--- src/rtl/pll_front_pkg.sv ---
// constants, register map and carrier types for the pll reference front end
package pll_front_pkg;
   // register indices; byte address is four times the index
   localparam logic [7:0] IDX_STATUS    = 8'h00;
   localparam logic [7:0] IDX_STAT_SEL  = 8'h01;
   localparam logic [7:0] IDX_REF_CFG   = 8'h02;
   localparam logic [7:0] IDX_DIV_HI    = 8'h06;
   localparam logic [7:0] IDX_DIV_LO    = 8'h07;
   localparam logic [7:0] IDX_PUMP_CUR  = 8'h0a;
   localparam logic [7:0] IDX_PUMP_CTL  = 8'h0b;
   localparam int         ADDR_LSB      = 2;

   // status bit positions (register 0 and status pin select)
   localparam int ST_REF_PRESENT = 0;
   localparam int ST_REF_ABSENT  = 1;
   localparam int ST_LOCK        = 2;
   localparam int ST_LOCK_N      = 3;
   localparam int ST_UNLOCK      = 4;
   localparam int ST_W           = 5;

   // reference config fields
   localparam int RC_LOWPASS  = 0;
   localparam int RC_BOOST    = 1;
   localparam int RC_DET_PD   = 2;
   // divider high register fields
   localparam int DH_RD_LSB   = 0;       // ratio bits 9:8 in 1:0
   localparam int DH_WIN      = 2;
   localparam int DH_CNT_LSB  = 3;       // count select in 4:3
   localparam int DH_ALIGN    = 5;
   // pump control fields
   localparam int PC_RESET    = 0;
   localparam int PC_SOURCE   = 1;
   localparam int PC_SINK     = 2;

   localparam int          RD_W          = 10;
   localparam logic [9:0]  RD_RESET      = 10'h001;
   localparam logic [4:0]  CP_RESET      = 5'h00;
   localparam logic [4:0]  CP_MAX_VALID  = 5'h13;   // code 19
   localparam logic [ST_W-1:0] STAT_SEL_RESET = 5'h04;

   // lock count targets
   localparam logic [11:0] CNT_32   = 12'h020;
   localparam logic [11:0] CNT_256  = 12'h100;
   localparam logic [11:0] CNT_2048 = 12'h800;

   // lock window times against the system clock
   localparam int CLK_PERIOD_PS  = 20000;
   localparam int WIN_NARROW_PS  = 3000;
   localparam int WIN_WIDE_PS    = 10000;

   // longest time rounded down, never under one cycle
   function automatic logic [3:0] max_cycles(input int t_ps);
      int c;
      c = t_ps / CLK_PERIOD_PS;
      if (c < 1) c = 1;
      return 4'(c);
   endfunction

   localparam logic [3:0] WIN_NARROW_CYC = max_cycles(WIN_NARROW_PS);
   localparam logic [3:0] WIN_WIDE_CYC   = max_cycles(WIN_WIDE_PS);

   localparam logic [1:0] RESP_OKAY   = 2'b00;
   localparam logic [1:0] RESP_SLVERR = 2'b10;

   typedef enum logic [1:0] {
      PFD_IDLE = 2'b00,
      PFD_SRC  = 2'b01,
      PFD_SNK  = 2'b10
   } pfd_state_t;

   typedef struct packed {
      logic       lowpass;
      logic       boost;
      logic       det_pd;
      logic       align_en;
      logic [1:0] cnt_sel;
      logic       win_sel;
      logic [9:0] ratio;
      logic [4:0] cp_code;
      logic       pfd_reset;
      logic       force_src;
      logic       force_snk;
      logic [ST_W-1:0] stat_sel;
   } cfg_t;

   typedef struct packed {
      logic ref_present;
      logic lock;
      logic unlock;
   } status_t;
endpackage

--- src/rtl/pll_ref_divider_lock_detect.sv ---
// reference divider, phase/frequency detector, lock indicator and register slave
//
// The register offsets and register access over AXI4-Lite were chosen for this implementation.
`timescale 1ns/1ps
// Function
// - ten-bit reference divider, ratio 1 to 1023
// - ratio taken directly from two registers
// - sync request edge realigns divider when enabled
// - detector pulses follow reference/feedback phase difference
// - detector reset bit blocks all detector pulses
// - count select zero disables lock indicator
// - codes select 32, 256, 2048 comparisons
// - lock after enough successive in-window comparisons
// - window select picks 3ns or 10ns, both of which become one 20ns clock cycle
// - out of window sets unlock, clears lock
// - unlock clears once back inside window
// - inverted lock flag, readable and on pin
// - presence flag switches with hysteresis thresholds
// - absent flag complements present, readable, pin
// - detector power-down disables presence detection
// - five-bit pump current code, 20-31 invalid
// - filter, boost, power-down share one register
// - status pin ORs selected status flags
module pll_ref_divider_lock_detect (
   input  wire logic        clk_sys,
   input  wire logic        rst_n,
   input  wire logic [7:0]  s_axi_awaddr,
   input  wire logic        s_axi_awvalid,
   output logic             s_axi_awready,
   input  wire logic [31:0] s_axi_wdata,
   input  wire logic [3:0]  s_axi_wstrb,
   input  wire logic        s_axi_wvalid,
   output logic             s_axi_wready,
   output logic [1:0]       s_axi_bresp,
   output logic             s_axi_bvalid,
   input  wire logic        s_axi_bready,
   input  wire logic [7:0]  s_axi_araddr,
   input  wire logic        s_axi_arvalid,
   output logic             s_axi_arready,
   output logic [31:0]      s_axi_rdata,
   output logic [1:0]       s_axi_rresp,
   output logic             s_axi_rvalid,
   input  wire logic        s_axi_rready,
   input  wire logic        ref_in,
   input  wire logic        fb_div_in,
   input  wire logic        sync_request_input,
   input  wire logic        ref_level_high,
   input  wire logic        ref_level_low,
   output logic             ref_div_out,
   output logic             pump_up,
   output logic             pump_dn,
   output logic [4:0]       pump_current_code,
   output logic             ref_lowpass_enable,
   output logic             ref_gain_boost,
   output logic             ref_detector_powerdown,
   output logic             status_pin
);
   // reset release through two flops
   logic rst_meta_q, rst_sync_q;
   always_ff @(posedge clk_sys or negedge rst_n) begin
      if (!rst_n) begin
         rst_meta_q <= 1'b0;
         rst_sync_q <= 1'b0;
      end else begin
         rst_meta_q <= 1'b1;
         rst_sync_q <= rst_meta_q;
      end
   end
   wire rst_i_n = rst_sync_q;

   // pin synchronisers, first stage read only by second
   logic [4:0] pin_meta_q, pin_sync_q, pin_prev_q;
   always_ff @(posedge clk_sys or negedge rst_i_n) begin
      if (!rst_i_n) begin
         pin_meta_q <= 5'h00;
         pin_sync_q <= 5'h00;
         pin_prev_q <= 5'h00;
      end else begin
         pin_meta_q <= {ref_level_low, ref_level_high, sync_request_input, fb_div_in, ref_in};
         pin_sync_q <= pin_meta_q;
         pin_prev_q <= pin_sync_q;
      end
   end
   wire ref_rise  = pin_sync_q[0] & ~pin_prev_q[0];
   wire fb_rise   = pin_sync_q[1] & ~pin_prev_q[1];
   wire sync_rise = pin_sync_q[2] & ~pin_prev_q[2];
   wire lvl_high  = pin_sync_q[3];
   wire lvl_low   = pin_sync_q[4];

   pll_front_pkg::cfg_t    cfg_q;
   pll_front_pkg::status_t st_q;

   // ---------------- axi4-lite slave ----------------
   logic       aw_held_q, w_held_q;
   logic [7:0] aw_idx_q;
   logic [7:0] w_data_q;
   logic       w_lane_q;
   wire aw_take = s_axi_awvalid & s_axi_awready;
   wire w_take  = s_axi_wvalid & s_axi_wready;
   wire do_wr   = aw_held_q & w_held_q & ~s_axi_bvalid;
   wire wr_hit  = (aw_idx_q == pll_front_pkg::IDX_STAT_SEL) | (aw_idx_q == pll_front_pkg::IDX_REF_CFG) |
                  (aw_idx_q == pll_front_pkg::IDX_DIV_HI) | (aw_idx_q == pll_front_pkg::IDX_DIV_LO) |
                  (aw_idx_q == pll_front_pkg::IDX_PUMP_CUR) | (aw_idx_q == pll_front_pkg::IDX_PUMP_CTL) |
                  (aw_idx_q == pll_front_pkg::IDX_STATUS);
   wire wr_en   = do_wr & w_lane_q;

   // address and data are taken in either order, then answered
   always_ff @(posedge clk_sys or negedge rst_i_n) begin
      if (!rst_i_n) begin
         aw_held_q     <= 1'b0;
         w_held_q      <= 1'b0;
         aw_idx_q      <= 8'h00;
         w_data_q      <= 8'h00;
         w_lane_q      <= 1'b0;
         s_axi_awready <= 1'b1;
         s_axi_wready  <= 1'b1;
         s_axi_bvalid  <= 1'b0;
         s_axi_bresp   <= pll_front_pkg::RESP_OKAY;
      end else begin
         if (aw_take) begin
            aw_held_q     <= 1'b1;
            aw_idx_q      <= {2'b00, s_axi_awaddr[7:pll_front_pkg::ADDR_LSB]};
            s_axi_awready <= 1'b0;
         end
         if (w_take) begin
            w_held_q     <= 1'b1;
            w_data_q     <= s_axi_wdata[7:0];
            w_lane_q     <= s_axi_wstrb[0];
            s_axi_wready <= 1'b0;
         end
         if (do_wr) begin
            aw_held_q    <= 1'b0;
            w_held_q     <= 1'b0;
            s_axi_bvalid <= 1'b1;
            s_axi_bresp  <= wr_hit ? pll_front_pkg::RESP_OKAY : pll_front_pkg::RESP_SLVERR;
         end
         if (s_axi_bvalid & s_axi_bready) begin
            s_axi_bvalid  <= 1'b0;
            s_axi_awready <= 1'b1;
            s_axi_wready  <= 1'b1;
         end
      end
   end

   // configuration registers
   always_ff @(posedge clk_sys or negedge rst_i_n) begin
      if (!rst_i_n) begin
         cfg_q          <= '0;
         cfg_q.ratio    <= pll_front_pkg::RD_RESET;
         cfg_q.cp_code  <= pll_front_pkg::CP_RESET;
         cfg_q.stat_sel <= pll_front_pkg::STAT_SEL_RESET;
      end else if (wr_en) begin
         case (aw_idx_q)
            pll_front_pkg::IDX_STAT_SEL: begin
               cfg_q.stat_sel <= w_data_q[pll_front_pkg::ST_W-1:0];
            end
            pll_front_pkg::IDX_REF_CFG: begin
               cfg_q.lowpass <= w_data_q[pll_front_pkg::RC_LOWPASS];
               cfg_q.boost   <= w_data_q[pll_front_pkg::RC_BOOST];
               cfg_q.det_pd  <= w_data_q[pll_front_pkg::RC_DET_PD];
            end
            pll_front_pkg::IDX_DIV_HI: begin
               cfg_q.ratio[9:8] <= w_data_q[pll_front_pkg::DH_RD_LSB +: 2];
               cfg_q.win_sel    <= w_data_q[pll_front_pkg::DH_WIN];
               cfg_q.cnt_sel    <= w_data_q[pll_front_pkg::DH_CNT_LSB +: 2];
               cfg_q.align_en   <= w_data_q[pll_front_pkg::DH_ALIGN];
            end
            pll_front_pkg::IDX_DIV_LO: begin
               cfg_q.ratio[7:0] <= w_data_q;
            end
            pll_front_pkg::IDX_PUMP_CUR: begin
               if (w_data_q[4:0] <= pll_front_pkg::CP_MAX_VALID) begin
                  cfg_q.cp_code <= w_data_q[4:0];
               end
            end
            pll_front_pkg::IDX_PUMP_CTL: begin
               cfg_q.pfd_reset <= w_data_q[pll_front_pkg::PC_RESET];
               cfg_q.force_src <= w_data_q[pll_front_pkg::PC_SOURCE];
               cfg_q.force_snk <= w_data_q[pll_front_pkg::PC_SINK];
            end
            default: begin
            end
         endcase
      end
   end

   wire [pll_front_pkg::ST_W-1:0] stat_vec = {st_q.unlock, ~st_q.lock, st_q.lock,
                                              ~st_q.ref_present, st_q.ref_present};
   wire [7:0] rd_idx = {2'b00, s_axi_araddr[7:pll_front_pkg::ADDR_LSB]};
   logic [7:0] rd_val;
   logic       rd_hit;
   always_comb begin
      rd_val = 8'h00;
      rd_hit = 1'b1;
      case (rd_idx)
         pll_front_pkg::IDX_STATUS:   rd_val = {3'b000, stat_vec};
         pll_front_pkg::IDX_STAT_SEL: rd_val = {3'b000, cfg_q.stat_sel};
         pll_front_pkg::IDX_REF_CFG:  rd_val = {5'b00000, cfg_q.det_pd, cfg_q.boost, cfg_q.lowpass};
         pll_front_pkg::IDX_DIV_HI:   rd_val = {2'b00, cfg_q.align_en, cfg_q.cnt_sel, cfg_q.win_sel,
                                                cfg_q.ratio[9:8]};
         pll_front_pkg::IDX_DIV_LO:   rd_val = cfg_q.ratio[7:0];
         pll_front_pkg::IDX_PUMP_CUR: rd_val = {3'b000, cfg_q.cp_code};
         pll_front_pkg::IDX_PUMP_CTL: rd_val = {5'b00000, cfg_q.force_snk, cfg_q.force_src, cfg_q.pfd_reset};
         default:                     rd_hit = 1'b0;
      endcase
   end

   // read channel, answer one cycle after the address is taken
   always_ff @(posedge clk_sys or negedge rst_i_n) begin
      if (!rst_i_n) begin
         s_axi_arready <= 1'b1;
         s_axi_rvalid  <= 1'b0;
         s_axi_rdata   <= 32'h0000_0000;
         s_axi_rresp   <= pll_front_pkg::RESP_OKAY;
      end else if (s_axi_arvalid & s_axi_arready) begin
         s_axi_arready <= 1'b0;
         s_axi_rvalid  <= 1'b1;
         s_axi_rdata   <= {24'h00_0000, rd_val};
         s_axi_rresp   <= rd_hit ? pll_front_pkg::RESP_OKAY : pll_front_pkg::RESP_SLVERR;
      end else if (s_axi_rvalid & s_axi_rready) begin
         s_axi_rvalid  <= 1'b0;
         s_axi_arready <= 1'b1;
      end
   end

   // ---------------- reference divider ----------------
   logic [pll_front_pkg::RD_W-1:0] div_cnt_q;
   logic                           div_pulse_q;
   wire [9:0] ratio_eff = (cfg_q.ratio == 10'h000) ? 10'h001 : cfg_q.ratio;
   // realign only with ratio of two or more
   wire realign  = cfg_q.align_en & sync_rise & (ratio_eff != 10'h001);
   wire div_wrap = ref_rise & (div_cnt_q >= ratio_eff - 10'h001);

   // counts reference edges, pulses once per ratio
   always_ff @(posedge clk_sys or negedge rst_i_n) begin
      if (!rst_i_n) begin
         div_cnt_q   <= '0;
         div_pulse_q <= 1'b0;
      end else if (realign) begin
         div_cnt_q   <= '0;
         div_pulse_q <= 1'b0;
      end else begin
         div_pulse_q <= div_wrap;
         if (div_wrap) begin
            div_cnt_q <= '0;
         end else if (ref_rise) begin
            div_cnt_q <= div_cnt_q + 10'h001;
         end
      end
   end

   // ---------------- phase/frequency detector ----------------
   pll_front_pkg::pfd_state_t pfd_q, pfd_d;
   logic [3:0] width_q;
   wire [3:0] win_cyc = cfg_q.win_sel ? pll_front_pkg::WIN_WIDE_CYC : pll_front_pkg::WIN_NARROW_CYC;
   wire       both    = div_pulse_q & fb_rise;

   // lead edge opens a pulse, lag edge closes it
   always_comb begin
      pfd_d = pfd_q;
      case (pfd_q)
         pll_front_pkg::PFD_IDLE: begin
            if (both)             pfd_d = pll_front_pkg::PFD_IDLE;
            else if (div_pulse_q) pfd_d = pll_front_pkg::PFD_SRC;
            else if (fb_rise)     pfd_d = pll_front_pkg::PFD_SNK;
         end
         pll_front_pkg::PFD_SRC: if (fb_rise) pfd_d = pll_front_pkg::PFD_IDLE;
         pll_front_pkg::PFD_SNK: if (div_pulse_q) pfd_d = pll_front_pkg::PFD_IDLE;
         default:                pfd_d = pll_front_pkg::PFD_IDLE;
      endcase
      if (cfg_q.pfd_reset) pfd_d = pll_front_pkg::PFD_IDLE;
   end

   wire active     = (pfd_q != pll_front_pkg::PFD_IDLE);
   wire cmp_done   = (active & (pfd_d == pll_front_pkg::PFD_IDLE) & ~cfg_q.pfd_reset) |
                     (~active & both & ~cfg_q.pfd_reset);
   wire cmp_width0 = ~active;
   wire out_win    = active & ~cfg_q.pfd_reset & (width_q >= win_cyc);
   wire in_win     = cmp_done & (cmp_width0 | (width_q < win_cyc));

   always_ff @(posedge clk_sys or negedge rst_i_n) begin
      if (!rst_i_n) begin
         pfd_q   <= pll_front_pkg::PFD_IDLE;
         width_q <= 4'h0;
         pump_up <= 1'b0;
         pump_dn <= 1'b0;
      end else begin
         pfd_q   <= pfd_d;
         width_q <= (pfd_d == pll_front_pkg::PFD_IDLE) ? 4'h0 :
                    (width_q == 4'hf) ? width_q : width_q + 4'h1;
         // forcing bits still reach the pump
         pump_up <= (pfd_d == pll_front_pkg::PFD_SRC) | cfg_q.force_src;
         pump_dn <= (pfd_d == pll_front_pkg::PFD_SNK) | cfg_q.force_snk;
      end
   end

   // ---------------- lock indicator ----------------
   logic [11:0] lk_cnt_q;
   wire [11:0] lk_target = (cfg_q.cnt_sel == 2'd1) ? pll_front_pkg::CNT_32 :
                           (cfg_q.cnt_sel == 2'd2) ? pll_front_pkg::CNT_256 : pll_front_pkg::CNT_2048;
   wire lk_en = (cfg_q.cnt_sel != 2'd0);

   always_ff @(posedge clk_sys or negedge rst_i_n) begin
      if (!rst_i_n) begin
         lk_cnt_q  <= 12'h000;
         st_q.lock   <= 1'b0;
         st_q.unlock <= 1'b0;
      end else if (!lk_en) begin
         lk_cnt_q    <= 12'h000;
         st_q.lock   <= 1'b0;
         st_q.unlock <= 1'b0;
      end else if (out_win) begin
         lk_cnt_q    <= 12'h000;
         st_q.lock   <= 1'b0;
         st_q.unlock <= 1'b1;
      end else if (in_win) begin
         st_q.unlock <= 1'b0;
         if (lk_cnt_q + 12'h001 >= lk_target) begin
            st_q.lock <= 1'b1;
            lk_cnt_q  <= lk_target;
         end else begin
            lk_cnt_q  <= lk_cnt_q + 12'h001;
         end
      end
   end

   // ---------------- reference presence and outputs ----------------
   // set on high threshold, clear below low threshold
   always_ff @(posedge clk_sys or negedge rst_i_n) begin
      if (!rst_i_n) begin
         st_q.ref_present <= 1'b0;
      end else if (cfg_q.det_pd) begin
         st_q.ref_present <= 1'b0;
      end else if (lvl_high) begin
         st_q.ref_present <= 1'b1;
      end else if (!lvl_low) begin
         st_q.ref_present <= 1'b0;
      end
   end

   always_ff @(posedge clk_sys or negedge rst_i_n) begin
      if (!rst_i_n) begin
         status_pin             <= 1'b0;
         ref_div_out            <= 1'b0;
         pump_current_code      <= pll_front_pkg::CP_RESET;
         ref_lowpass_enable     <= 1'b0;
         ref_gain_boost         <= 1'b0;
         ref_detector_powerdown <= 1'b0;
      end else begin
         status_pin             <= |(stat_vec & cfg_q.stat_sel);
         ref_div_out            <= div_pulse_q;
         pump_current_code      <= cfg_q.cp_code;
         ref_lowpass_enable     <= cfg_q.lowpass;
         ref_gain_boost         <= cfg_q.boost;
         ref_detector_powerdown <= cfg_q.det_pd;
      end
   end
endmodule // pll_ref_divider_lock_detect

--- config.mk ---
export PLATFORM = sky130hd
export DESIGN_NAME = pll_ref_divider_lock_detect
export DESIGN_NICKNAME = d
export VERILOG_FILES = /design/src/rtl/pll_front_pkg.sv /design/src/rtl/pll_ref_divider_lock_detect.sv
export SDC_FILE = /design/constraint.sdc
export NUM_CORES = 1
export LEC_CHECK = 0
export BUFFER_PORTS_ARGS = -buffer_cell sky130_fd_sc_hd__clkbuf_2
export CAP_MARGIN = 20
export CELL_PAD_IN_SITES_DETAIL_PLACEMENT = 0
export CELL_PAD_IN_SITES_GLOBAL_PLACEMENT = 1
export CORE_MARGIN = 10
export CORE_UTILIZATION = 45
export CTS_BUF_LIST = sky130_fd_sc_hd__clkbuf_4
export DETAILED_ROUTE_END_ITERATION = 8
export PLACE_DENSITY = 0.95
export SYNTH_ARGS = -nofsm -noshare
export SYNTH_HDL_FRONTEND = slang
export SYNTH_SLANG_ARGS = --single-unit
--- constraint.sdc ---
create_clock -name clk_sys -period 4.3 [get_ports clk_sys]
set_clock_uncertainty 0.05 [all_clocks]
set_input_delay 0.43 -clock clk_sys [delete_from_list [all_inputs] [get_ports clk_sys]]
set_output_delay 0.43 -clock clk_sys [all_outputs]
set_load 0.05 [all_outputs]
# Yosys cells after proc, flatten, opt, wreduce, memory -nomap -nowiden

Index checks and enable logic that the tools add are counted.

Word-level logic and storage cells: 189
Flip-flop bits (word level): 123
Output and inout bits: 53
Bits of input ports: 64

Mux-type cells: 45
Add/subtract/negate cells: 4
Bitwise logic cells: 41
Reduce and logical (&&, ||, !) cells: 23
Order comparisons: 5
Equality and inequality tests: 24

Operator list:

| operator                                             | count |
|---|---|
| two-way mux 12 bit                                   | 6 |
| case mux 8 bit (7 select lines)                      | 1 |
| two-way mux 10 bit                                   | 4 |
| equality test 6 x 3 -> 1 bit (second input constant) | 4 |
| equality test 6 x 4 -> 1 bit (second input constant) | 4 |
| bitwise AND 1 bit                                    | 22 |
| two-way mux 2 bit                                    | 11 |
| two-way mux 1 bit                                    | 20 |
| zero test 8 bit                                      | 2 |
| nonzero test 2 bit                                   | 8 |
| adder 12 x 1 -> 12 bit (second input constant)       | 1 |
| equality test 6 x 1 -> 1 bit (second input constant) | 2 |
| equality test 6 x 2 -> 1 bit (second input constant) | 2 |
| >= comparator 12 bit                                 | 1 |
| AND reduction 2 bit                                  | 6 |
| adder 10 x 1 -> 10 bit (second input constant)       | 1 |
| >= comparator 10 bit                                 | 1 |
| zero test 10 bit                                     | 1 |
| != test 10 x 1 -> 1 bit (second input constant)      | 1 |
| bitwise OR 1 bit                                     | 10 |
| subtractor 10 x 1 -> 10 bit (second input constant)  | 1 |
| two-way mux 4 bit                                    | 2 |
| NOT 1 bit                                            | 8 |
| OR reduction 7 bit                                   | 1 |
| 16 further kinds                                     | 22 |

# Depth between registers and ports, before layout

Gate-level depths: netlist of run 1.

Word-level depth: 15
Depth in mapped cells: 15
Gate-level depth less buffers: 14

# Worst setup path before layout of run 1

OpenSTA, ideal clock, no wires.

Kind: register -> register
Start: reg cfg_q[17] in the netlist's numbering
End: reg div_cnt_q[1] in the netlist's numbering
Cell stages (with the launch flop): 16
Period minus slack after synthesis: 3051 ps
Arrival: 2901 ps
Path buffers: 1
Required time: 4149 ps
Path slack: 1249 ps
Cells stage by stage: dfrtp_1 -> or4_4 -> nor3_2 -> a31o_2 -> inv_1 -> ha_1 -> nand2_1 -> nor2_1 -> xnor2_1 -> ha_1 -> a211oi_1 -> nand2_1 -> o21ai_1 -> nand2b_1 -> buf_2 -> o32ai_1

Word-level cells in the longest chain between the ends: 7

Ends and longest elaborated chain:

| element                     | line                               | text |
|---|---|---|
| from (decl)                 | pll_ref_divider_lock_detect.sv:90  | `pll_front_pkg::cfg_t cfg_q;` |
| zero test 10 bit            | pll_ref_divider_lock_detect.sv:229 | `wire [9:0] ratio_eff = (cfg_q.ratio == 10'h000) ? 10'h001 : cfg_q.ratio;` |
| two-way mux 10 bit *        | pll_ref_divider_lock_detect.sv:229 |  |
| subtractor 10 x 1 -> 10 bit | pll_ref_divider_lock_detect.sv:232 | `wire div_wrap = ref_rise & (div_cnt_q >= ratio_eff - 10'h001);` |
| >= comparator 10 bit        | pll_ref_divider_lock_detect.sv:232 |  |
| bitwise AND 1 bit           | pll_ref_divider_lock_detect.sv:232 |  |
| two-way mux 10 bit          | pll_ref_divider_lock_detect.sv:244 | `if (div_wrap) begin` |
| two-way mux 10 bit          | pll_ref_divider_lock_detect.sv:239 | `end else if (realign) begin` |
| to (signal assigned)        | pll_ref_divider_lock_detect.sv:247 | `div_cnt_q <= div_cnt_q + 10'h001;` |
| to (decl)                   | pll_ref_divider_lock_detect.sv:227 | `logic [pll_front_pkg::RD_W-1:0] div_cnt_q;` |

Every way passes the cells marked *; elsewhere a longest branch is shown, timed or not.
A chain may end at the register's enable or synchronous reset.

# Final worst setup path of run 1

Start: reg cfg_q[17] in the netlist's numbering
End: reg div_cnt_q[0] in the netlist's numbering

The elaborated chain is that of the path after synthesis.

==> results of run 1 <==
[sequential cells by signal, indices dropped and copies added (netlist names), 4 cells and up]
signal	count
pin_meta_q	5
pump_current_code	5
aw_idx_q	6
lk_cnt_q	12
width_q	4
s_axi_rdata	8
w_data_q	8
cfg_q	30
div_cnt_q	10
pin_sync_q	5
[synth_stat cells (all sizes together) (3+ instances only)]
cell type  count  area [um2]
or4            3        30.0
nand2         44         165
nand3         24         120
nand2b         3        18.8
buf           34         271
a311oi         3        32.5
ha            24         300
and2           5        32.5
o211ai         3        32.5
nor4           4        25.0
inv           26        97.6
or2            3        18.8
nor3          18        95.1
and3           3        20.0
xnor2         15         131
nor3b          5        37.5
nand4          8        50.1
a22oi          4        30.0
xor2           3        26.3
o21ai         25         125
nor2          48         183
and4           3        26.3
a31oi          7        43.8
clkbuf         5        28.8
mux2          46         518
mux2i          5        50.1
or3            4        25.0
a21oi         23         119
dfstp          5         131
a221oi         6        52.6
dfrtp        116        2900
[worst max-delay path, stage by stage, from the launching register on]
cell and delay [ns]:
dfrtp_1 0.48, or4_4 0.57, nor3_2 0.22, a31o_2 0.21
inv_1 0.06, ha_1 0.20, nand2_1 0.11, nor2_1 0.07
xnor2_1 0.13, ha_1 0.20, a211oi_1 0.28, nand2_1 0.08
o21ai_1 0.18, nand2b_1 0.24, o31ai_1 0.29
[metal layers]
layer / global-route usage (%) / up-vias / routed length (um)
met3: 3.67 / 18 / 648
met5: 0 / - / 0
met4: 6.22 / 0 / 240
met1: 16.5 / 2113 / 5400
met2: 22.7 / 113 / 6210
li1: - / 2096 / -
[final timing paths]
path                              start      endpoint  slack, ns  cells past startpoint
setup / recovery              cfg_q[17]  div_cnt_q[0]       0.82                     14
hold reg to reg                 rst_i_n     cfg_q[27]       0.22                      0
min in group asynchronous         rst_n       rst_i_n       0.16                      2
setup reg to reg              cfg_q[17]  div_cnt_q[0]       0.82                     14
max in group asynchronous       rst_i_n       st_q[0]       2.97                      1
hold / removal             s_axi_rready  s_axi_rvalid       0.05                      2
[layout by cell type, fill, tap and decap left out, types with 3 or more instances in the layout]
| master | n |
|---|---|
| nand2_1 | 44 |
| nor3_1 | 17 |
| a31oi_1 | 7 |
| or3_1 | 4 |
| nor3b_1 | 5 |
| o21ai_1 | 7 |
| xnor2_1 | 15 |
| dlygate4sd3_1 | 9 |
| inv_1 | 25 |
| dfrtp_1 | 115 |
| a22oi_1 | 4 |
| mux2_1 | 6 |
| clkbuf_2 | 59 |
| and4_1 | 3 |
| nor2_1 | 47 |
| a21oi_1 | 22 |
| mux2i_1 | 5 |
| nor4_1 | 4 |
| a221oi_1 | 6 |
| o21ai_0 | 18 |
| bufinv_16 | 3 |
| conb_1 | 27 |
| nand2b_1 | 3 |
| mux2_2 | 40 |
| clkinvlp_4 | 5 |
| xor2_1 | 3 |
| or2_2 | 3 |
| and2_1 | 4 |
| dfstp_2 | 5 |
| clkbuf_4 | 18 |
| ha_1 | 24 |
| nand3_1 | 24 |
| nand4_1 | 8 |
[cell families after synthesis]
logic type	synth area share, %
adders and majority gates	4.99
other	0.125
and+or+nand+nor	15.5
AOI/OAI and AO/OA	10.2
xor gates and xnor gates	2.62
buffers and inverters	6.75
muxes	9.43
DFF	50.4
[timing repair]
action                                  CTS  global route
hold endpoints to repair                 10             0
endpoints found under the setup margin    0             0
resized for setup                         0             0
hold buffers                              9             0
[cell type report]
| type | instances | area [um2] |
|---|---|---|
| Clock buffer | 18 | 135 |
| Multi-Input combinational cell | 395 | 2680 |
| Clock inverter | 14 | 171 |
| Inverter | 26 | 97.6 |
| Sequential cell | 121 | 3040 |
| Tap cell | 176 | 220 |
| Fill cell | 1184 | 6450 |
| Timing Repair Buffer | 70 | 400 |
[power groups by stage]
stage / clock network, mW / logic [mW] / registers [mW]
finish: 0.853 / 1.41 / 1.67
global route: 0.928 / 1.59 / 1.71
CTS: 0.871 / 1.43 / 1.67
detailed placement: 0 / 1.41 / 1.69
global placement: 0 / 1.36 / 1.67
floorplan: 0 / 1.00 / 1.79
==> reports/metrics.yaml, run 1 <==
finalPower_mw: 3.94
crit_type: "flip-flop to flip-flop"
cts_buffers: 17
finalCritPeriodShare_pct: 80.8
final_nets: 719
swShare_pct: 39.9
initial_core_util_pct: 45.7
power-per-cell-area_nw_per_um2: 584
dr.pass1.iters: 5
ys.warnings.count: 0
dp_hpwl_mm: 9.43
clk_latency_ns: 0.53
finalSetupTns_ns: 0
drive_gt1_share_pct: 24.4
hold_ws_ns: 0.0468
p_sw_mw: 1.57
slew_headroom_pct: 33.4
cts_max_level: 4
required_ns: 4.68
cts_tree: "yes"
final_max_slew_viol_count: 0
clock_power_share_pct: 21.7
clk_pin_slew_ns: 0.12
core-area_um2: 13200
clock_path_buffers: 2
postSynthCellCount: 557
synth-main-ff-cell: "dfrtp_1"
synth_edf_count: 0
grt.total_usage_pct: 13.8
gp_congestion: 0.783
wl_mm: 12.5
pre_cts_slack_ns: 0.821
finalNonFillerCells: 820
combPwrFrac_pct: 35.9
path_max_fanout: 10
period_needed_ns: 3.48
hold_violations: 0
worstSetupEndpointType: "flip-flop"
hp-class: "primary input to flip-flop"
rsz0062_at_grt: "false"
dieArea_um2: 18400
maxCapViolations: 0
power.leakage_nw: 3.11
num_rows: 42
worstMarginPinSlew_ns: 0.996
ant_nets: 0
clock_sinks: 121
synth_cell_types: 73
grt_pass1_wl_mm: 20.6
dpl.cell_count: 779
syn_area_per_cell_um2: 10.8
area_growth_pct: 11.9
outcome: "completed"
synth-seq-area-share_pct: 50.4
utilization_pct: 51.1
portBuffers: 59
internal_power_mw: 2.37
die_x_um: 136
place_area_um2: 6340
seqPwrFrac_pct: 42.5
grt_max_degree: 56
cp-start-kind: "flip-flop"
setup_violations: 0
async_flop_share_pct: 100
vias: 4340
antenna_found_initial: 0
grt_pass1_vias: 4305
synth-seq-cells: 121
die_y_um: 136
cts_setup_buffers: 0
antennaDiodeCount: 0
initialDrtViolationCount: 310
post_drt_wl_per_cell_um: 15.2
final_area_um2: 6740
overflow: 0
via_per_inst: 5.29
ir_worst_vdd_v: 0.000537
setup_slack_ns: 0.825
cts-root-buf: "clkbuf_4"
drcViolationCount: 0
io_pins: 117
syn-cell-area_um2: 6020
arrival_ns: 3.86
fmax_mhz: 288
Note: power is estimated with default switching activity, not from simulation.
==> inputs of run 2 (changes only) <==
Settings changed: CORE_UTILIZATION 45 to 40, PLACE_DENSITY 0.95 to 0.9.
Clock period 4.3 ns to 3 ns, I/O delays scaled along.
==> run 2 against run 1 <==
  * The flow now finishes with violations (negative setup slack)
  * Register-to-register slack got worse by 0.92 ns
  * Clock-buffer cell count is 1 lower
  * Global-route usage rose by 0.093 points
  * Cell count up 5.6%
  * Wire length up 12%
  * Utilization fell by 1.7 points
  * Largest cell class unchanged
  * Die area grew 11%
  * Critical path depth up 2
==> reports/metrics.yaml, run 2 (synthesis results as in run 1) <==
via_per_inst: 5.25
worstMarginPinSlew_ns: 0.774
r2r_setup_slack_ns: -0.1
combPwrFrac_pct: 43.9
clock_path_buffers: 2
hold_violations: 0
cp_slowest_cell: "or4_4"
power-per-cell-area_nw_per_um2: 859
io_pins: 117
period_needed_ns: 3.10
clock_power_share_pct: 17.5
final_cell_mix: "dfrtp_1 (115), clkbuf_2 (59), nand2_1 (43)"
ir_worst_vdd_v: 0.000531
grt_max_degree: 63
overflow: 0
final_common_cell: "dfrtp_1"
hp-class: "primary input to asynchronous set/reset pin"
num_rows: 44
grt_pass1_vias: 4647
clock_sinks: 121
place_area_um2: 6510
reg2reg_from: "cfg_q[19]"
outcome: "complete, but fails checks"
portBuffers: 59
die_y_um: 143
slowest_delay_ns: 0.56
core-area_um2: 14600
antennaDiodeCount: 0
initialDrtViolationCount: 293
required_ns: 3.32
power.leakage_nw: 3.31
swShare_pct: 40.6
clk_latency_ns: 0.52
reg2regPathDepth: 16
regMostFlops: "cfg_q"
grt_pass1_wl_mm: 22.9
drive_gt1_share_pct: 28.3
internal_power_mw: 3.69
clk_pin_slew_ns: 0.10
rsz0062_at_grt: "true"
cts-root-buf: "clkbuf_4"
path_cells: "or4_4 > nor3_4 > a31o_4 > inv_4 > ha_4 > nand2_4 > nor2_4 > xnor2_2 > ha_2 > a211oi_4 > buf_4 > a221oi_2 > o21ai_2 > nand2b_4 > buf_12 > o32ai_2"
post_drt_wl_per_cell_um: 16.1
maxCapViolations: 0
utilization_pct: 49.4
cts_max_level: 4
wl_mm: 14.0
cts_tree: "yes"
dr.pass1.iters: 4
dieArea_um2: 20400
setup_slack_ns: -0.0997
largestRegisters: "cfg_q: 30 flops, lk_cnt_q: 12 flops, div_cnt_q: 10 flops"
grt.total_usage_pct: 13.9
final_area_um2: 7230
cts_buffers: 17
violations: "negative setup slack"
r2r_end: "div_cnt_q[1]"
antenna_found_initial: 0
final_max_slew_viol_count: 0
area_growth_pct: 20.1
fill_cells: 1306
vias: 4550
finalPower_mw: 6.22
seqPwrFrac_pct: 38.6
largest_reg_flops: 30
drcViolationCount: 0
die_x_um: 143
path_max_fanout: 5
fmax_mhz: 323
arrival_ns: 3.42
worstSetupEndpointType: "flip-flop"
ant_nets: 0
dp_hpwl_mm: 9.83
final_nets: 758
initial_core_util_pct: 41.1
setup_violations: 10
gp_congestion: 0.875
cp-start-kind: "flip-flop"
finalCritPeriodShare_pct: 103
hold_ws_ns: 0.0452
p_sw_mw: 2.53
slew_headroom_pct: 48.4
crit_type: "flip-flop to flip-flop"
[run 2: per-stage QoR]
step	setup TNS (ns)	cells	setup slack, ns
after global placement	-0.0330	803	-0.0330
final	-0.449	866	-0.0997
after floorplan	0	582	0.00881
after global routing	-2.36	866	-0.287
after detailed placement	-0.772	803	-0.156
after CTS	-0.262	866	-0.0644
[run 2: worst max-delay path by stage]
stage | from | to | slack (ns) | depth (start not counted)
floorplan | cfg_q[17] | div_cnt_q[1] | 0.009 | 15
global placement | cfg_q[20] | div_cnt_q[1] | -0.03 | 15
detailed placement | cfg_q[20] | div_cnt_q[0] | -0.16 | 15
CTS | cfg_q[19] | div_cnt_q[1] | -0.06 | 15
global route | cfg_q[19] | div_cnt_q[0] | -0.29 | 15
finish | cfg_q[19] | div_cnt_q[1] | -0.1 | 16
[run 2: final cells by class]
type                       instances  area (um2)  area share (%)
clock buffer                      17         128            1.76
clock inverter                    14         134            1.85
inverter                          26         100            1.38
multi-input combinational        395        2820            39.0
sequential                       121        3040            42.0
tap                              184         230            3.18
timing repair buffer             109         781            10.8
[run 2: critical path: cells and delay by family, from the launching register on]
kind	cells	cell delay, ns
buffers and inverters	3	0.30
AND/OR/NAND/NOR	5	0.96
adder cells (fa/ha/maj)	2	0.39
AO/OA/AOI/OAI	5	0.70
XOR/XNOR	1	0.17
flip-flops	1	0.39
[run 2: metal layers]
layer  share of wire (%)  wire, um  up-vias  global-route usage (%)
li1                    -         -     2165                       -
met1                  43      6060     2233                    16.7
met2                  50      6930      127                    23.1
met3                 4.7       659       25                    3.48
met4                 2.1       298        0                    6.08
met5                   0         0        -                       0
[run 2: what timing repair did]
| action | in CTS | in global routing |
|---|---|---|
| resized for setup | 28 | 8 |
| pin swaps | 14 | 6 |
| gates cloned | 1 | 0 |
| hold endpoints to repair | 29 | 0 |
| endpoints found under the setup margin | 10 | 13 |
| buffers inserted | 2 | 2 |
| hold buffers | 29 | 0 |
[run 2: power groups by stage]
stage | clock (mW) | combinational (mW) | sequential [mW]
5_1_grt | 1.19 | 3.01 | 2.46
2_1_floorplan | 0 | 1.46 | 2.56
3_5_place_dp | 0 | 2.28 | 2.42
6_report | 1.09 | 2.73 | 2.40
4_1_cts | 1.12 | 2.75 | 2.39
3_3_place_gp | 0 | 2.18 | 2.39
==> inputs of run 3 (changes only) <==
==> constraint.sdc (replaced) <==
create_clock -name clk_sys -period 2.55 [get_ports clk_sys]
set_clock_uncertainty 0.05 [all_clocks]
set_input_delay 0.255 -clock clk_sys [delete_from_list [all_inputs] [get_ports clk_sys]]
set_output_delay 0.255 -clock clk_sys [all_outputs]
set_load 0.1 [all_outputs]
==> run 3 against run 2 <==
  * First-iteration DRC count is 22% higher
  * Non-clock buffer count increased by 21
  * Critical path depth down 1
  * Clock power rose by 42%
  * Power is 29% higher
  * The flow still finishes with violations (negative setup slack)
  * Combinational power is 35% higher
  * Largest power group unchanged
  * Setup slack worse by 0.40 ns
  * Register-to-register slack got worse by 0.40 ns
==> reports/metrics.yaml, run 3 (synthesis results as in run 1) <==
core-area_um2: 14600
final_cell_mix: "dfrtp_1 (112), clkbuf_2 (59), nor2_1 (40), nand2_1 (40), mux2_2 (40)"
final_common_cell: "dfrtp_1"
dp_hpwl_mm: 10.4
final_nets: 779
setup_slack_ns: -0.503
utilization_pct: 51.8
arrival_ns: 3.47
die_y_um: 143
clock_path_buffers: 2
dr.pass1.iters: 5
hold_ws_ns: 0.167
via_per_inst: 5.27
clock_sinks: 121
vias: 4679
pre_cts_slack_ns: -0.492
cts_buffers: 17
slew_headroom_pct: 55.1
clk_latency_ns: 0.55
rsz0062_at_grt: "true"
drcViolationCount: 0
grt.total_usage_pct: 14.0
die_x_um: 143
regMostFlops: "cfg_q"
worstMarginPinSlew_ns: 0.664
antennaDiodeCount: 0
worstSetupEndpointType: "flip-flop"
final_area_um2: 7580
grt_max_degree: 37
post_drt_wl_per_cell_um: 15.9
drive_gt1_share_pct: 33.4
period_needed_ns: 3.05
grt_pass1_wl_mm: 23.2
power.leakage_nw: 3.51
cts_tree: "yes"
required_ns: 2.96
wl_mm: 14.1
power-per-cell-area_nw_per_um2: 1060
setup_violations: 11
m1WireLength_mm: 5.98
clk_pin_slew_ns: 0.11
io_pins: 117
cts-root-buf: "clkbuf_4"
dpl.cell_count: 821
crit_type: "flip-flop to flip-flop"
topRoutingLayerUsed: "met4"
largest_reg_flops: 30
overflow: 0
num_rows: 44
fill_cells: 1271
initial_core_util_pct: 41.1
cts_max_level: 4
place_area_um2: 6660
portBuffers: 59
antenna_found_initial: 0
dieArea_um2: 20400
met3_length_um: 704
largestRegisters: "cfg_q: 30 flops, lk_cnt_q: 12 flops, div_cnt_q: 10 flops"
outcome: "complete, but fails checks"
maxCapViolations: 0
final_max_slew_viol_count: 0
finalCritPeriodShare_pct: 120
hp-class: "primary input to flip-flop"
finalNonFillerCells: 888
hold_violations: 0
ir_worst_vdd_v: 0.000924
initialDrtViolationCount: 357
gp_congestion: 0.869
violations: "negative setup slack"
path_max_fanout: 4
grt_pass1_vias: 4830
fmax_mhz: 328
ant_nets: 0
cp-start-kind: "flip-flop"
area_growth_pct: 25.9
met2WireLength_mm: 7.19
-- run 3: per-layer routing --
layer  vias up  GRT usage (%)
met5         -              0
met1      2325           17.0
met3        21           3.98
met4         0           5.65
li1       2205              -
met2       128           22.9
-- run 3: worst paths after layout --
kind | from | to | slack, ns | depth (start not counted)
hold / removal | s_axi_araddr[5] | s_axi_rdata[0] | 0.17 | 5
max in group asynchronous | rst_i_n | div_cnt_q[7] | 1.43 | 1
setup reg to reg | cfg_q[19] | div_cnt_q[1] | -0.50 | 15
setup / recovery | cfg_q[19] | div_cnt_q[1] | -0.50 | 15
min in group asynchronous | rst_i_n | pin_meta_q[2] | 0.23 | 0
hold reg to reg | rst_i_n | pin_meta_q[2] | 0.23 | 0
-- run 3: area by class of cell --
cell class                      count  area (um2)  share of cell area [%]
Sequential cell                   121        3040                    40.1
Multi-Input combinational cell    395        2950                    38.9
Timing Repair Buffer              130         938                    12.4
Tap cell                          184         230                    3.04
Clock inverter                     12         174                    2.29
Clock buffer                       20         150                    1.98
Inverter                           26         100                    1.32
-- run 3: report_power, final --
group          internal [mW]  switching, mW  total [mW]
clock network          0.809          0.740        1.55
logic                   1.47           2.21        3.68
registers               2.35          0.445        2.79
total                   4.63           3.40        8.03
-- run 3: stage by stage --
| stage | total power, mW | TNS (ns) |
|---|---|---|
| after global placement | 5.84 | -3.49 |
| after global routing | 8.53 | -6.40 |
| after floorplan | 5.24 | -3.28 |
| after CTS | 7.75 | -4.35 |
| final | 8.03 | -4.62 |
| after detailed placement | 6.01 | -5.10 |
-- run 3: timing repair --
item,in CTS,in global routing
setup buffers,1,4
setup endpoints to repair,17,21
endpoints found under the hold margin,29,0
gates cloned,0,0
resized for setup,9,46
pin swaps,4,15
hold buffers,30,0
-- run 3: worst max-delay path, stage by stage (launching register included) --
cell and delay [ns]:
dfrtp_1 0.39, or4_4 0.55, nor3_4 0.22, a31o_4 0.20, inv_4 0.04, ha_4 0.16
nand2_4 0.08, nor2_4 0.04, xnor2_2 0.14, ha_4 0.18, a211oi_4 0.26, nand2_1 0.10
o21ai_2 0.13, nand2b_1 0.10, buf_6 0.14, o32ai_2 0.19
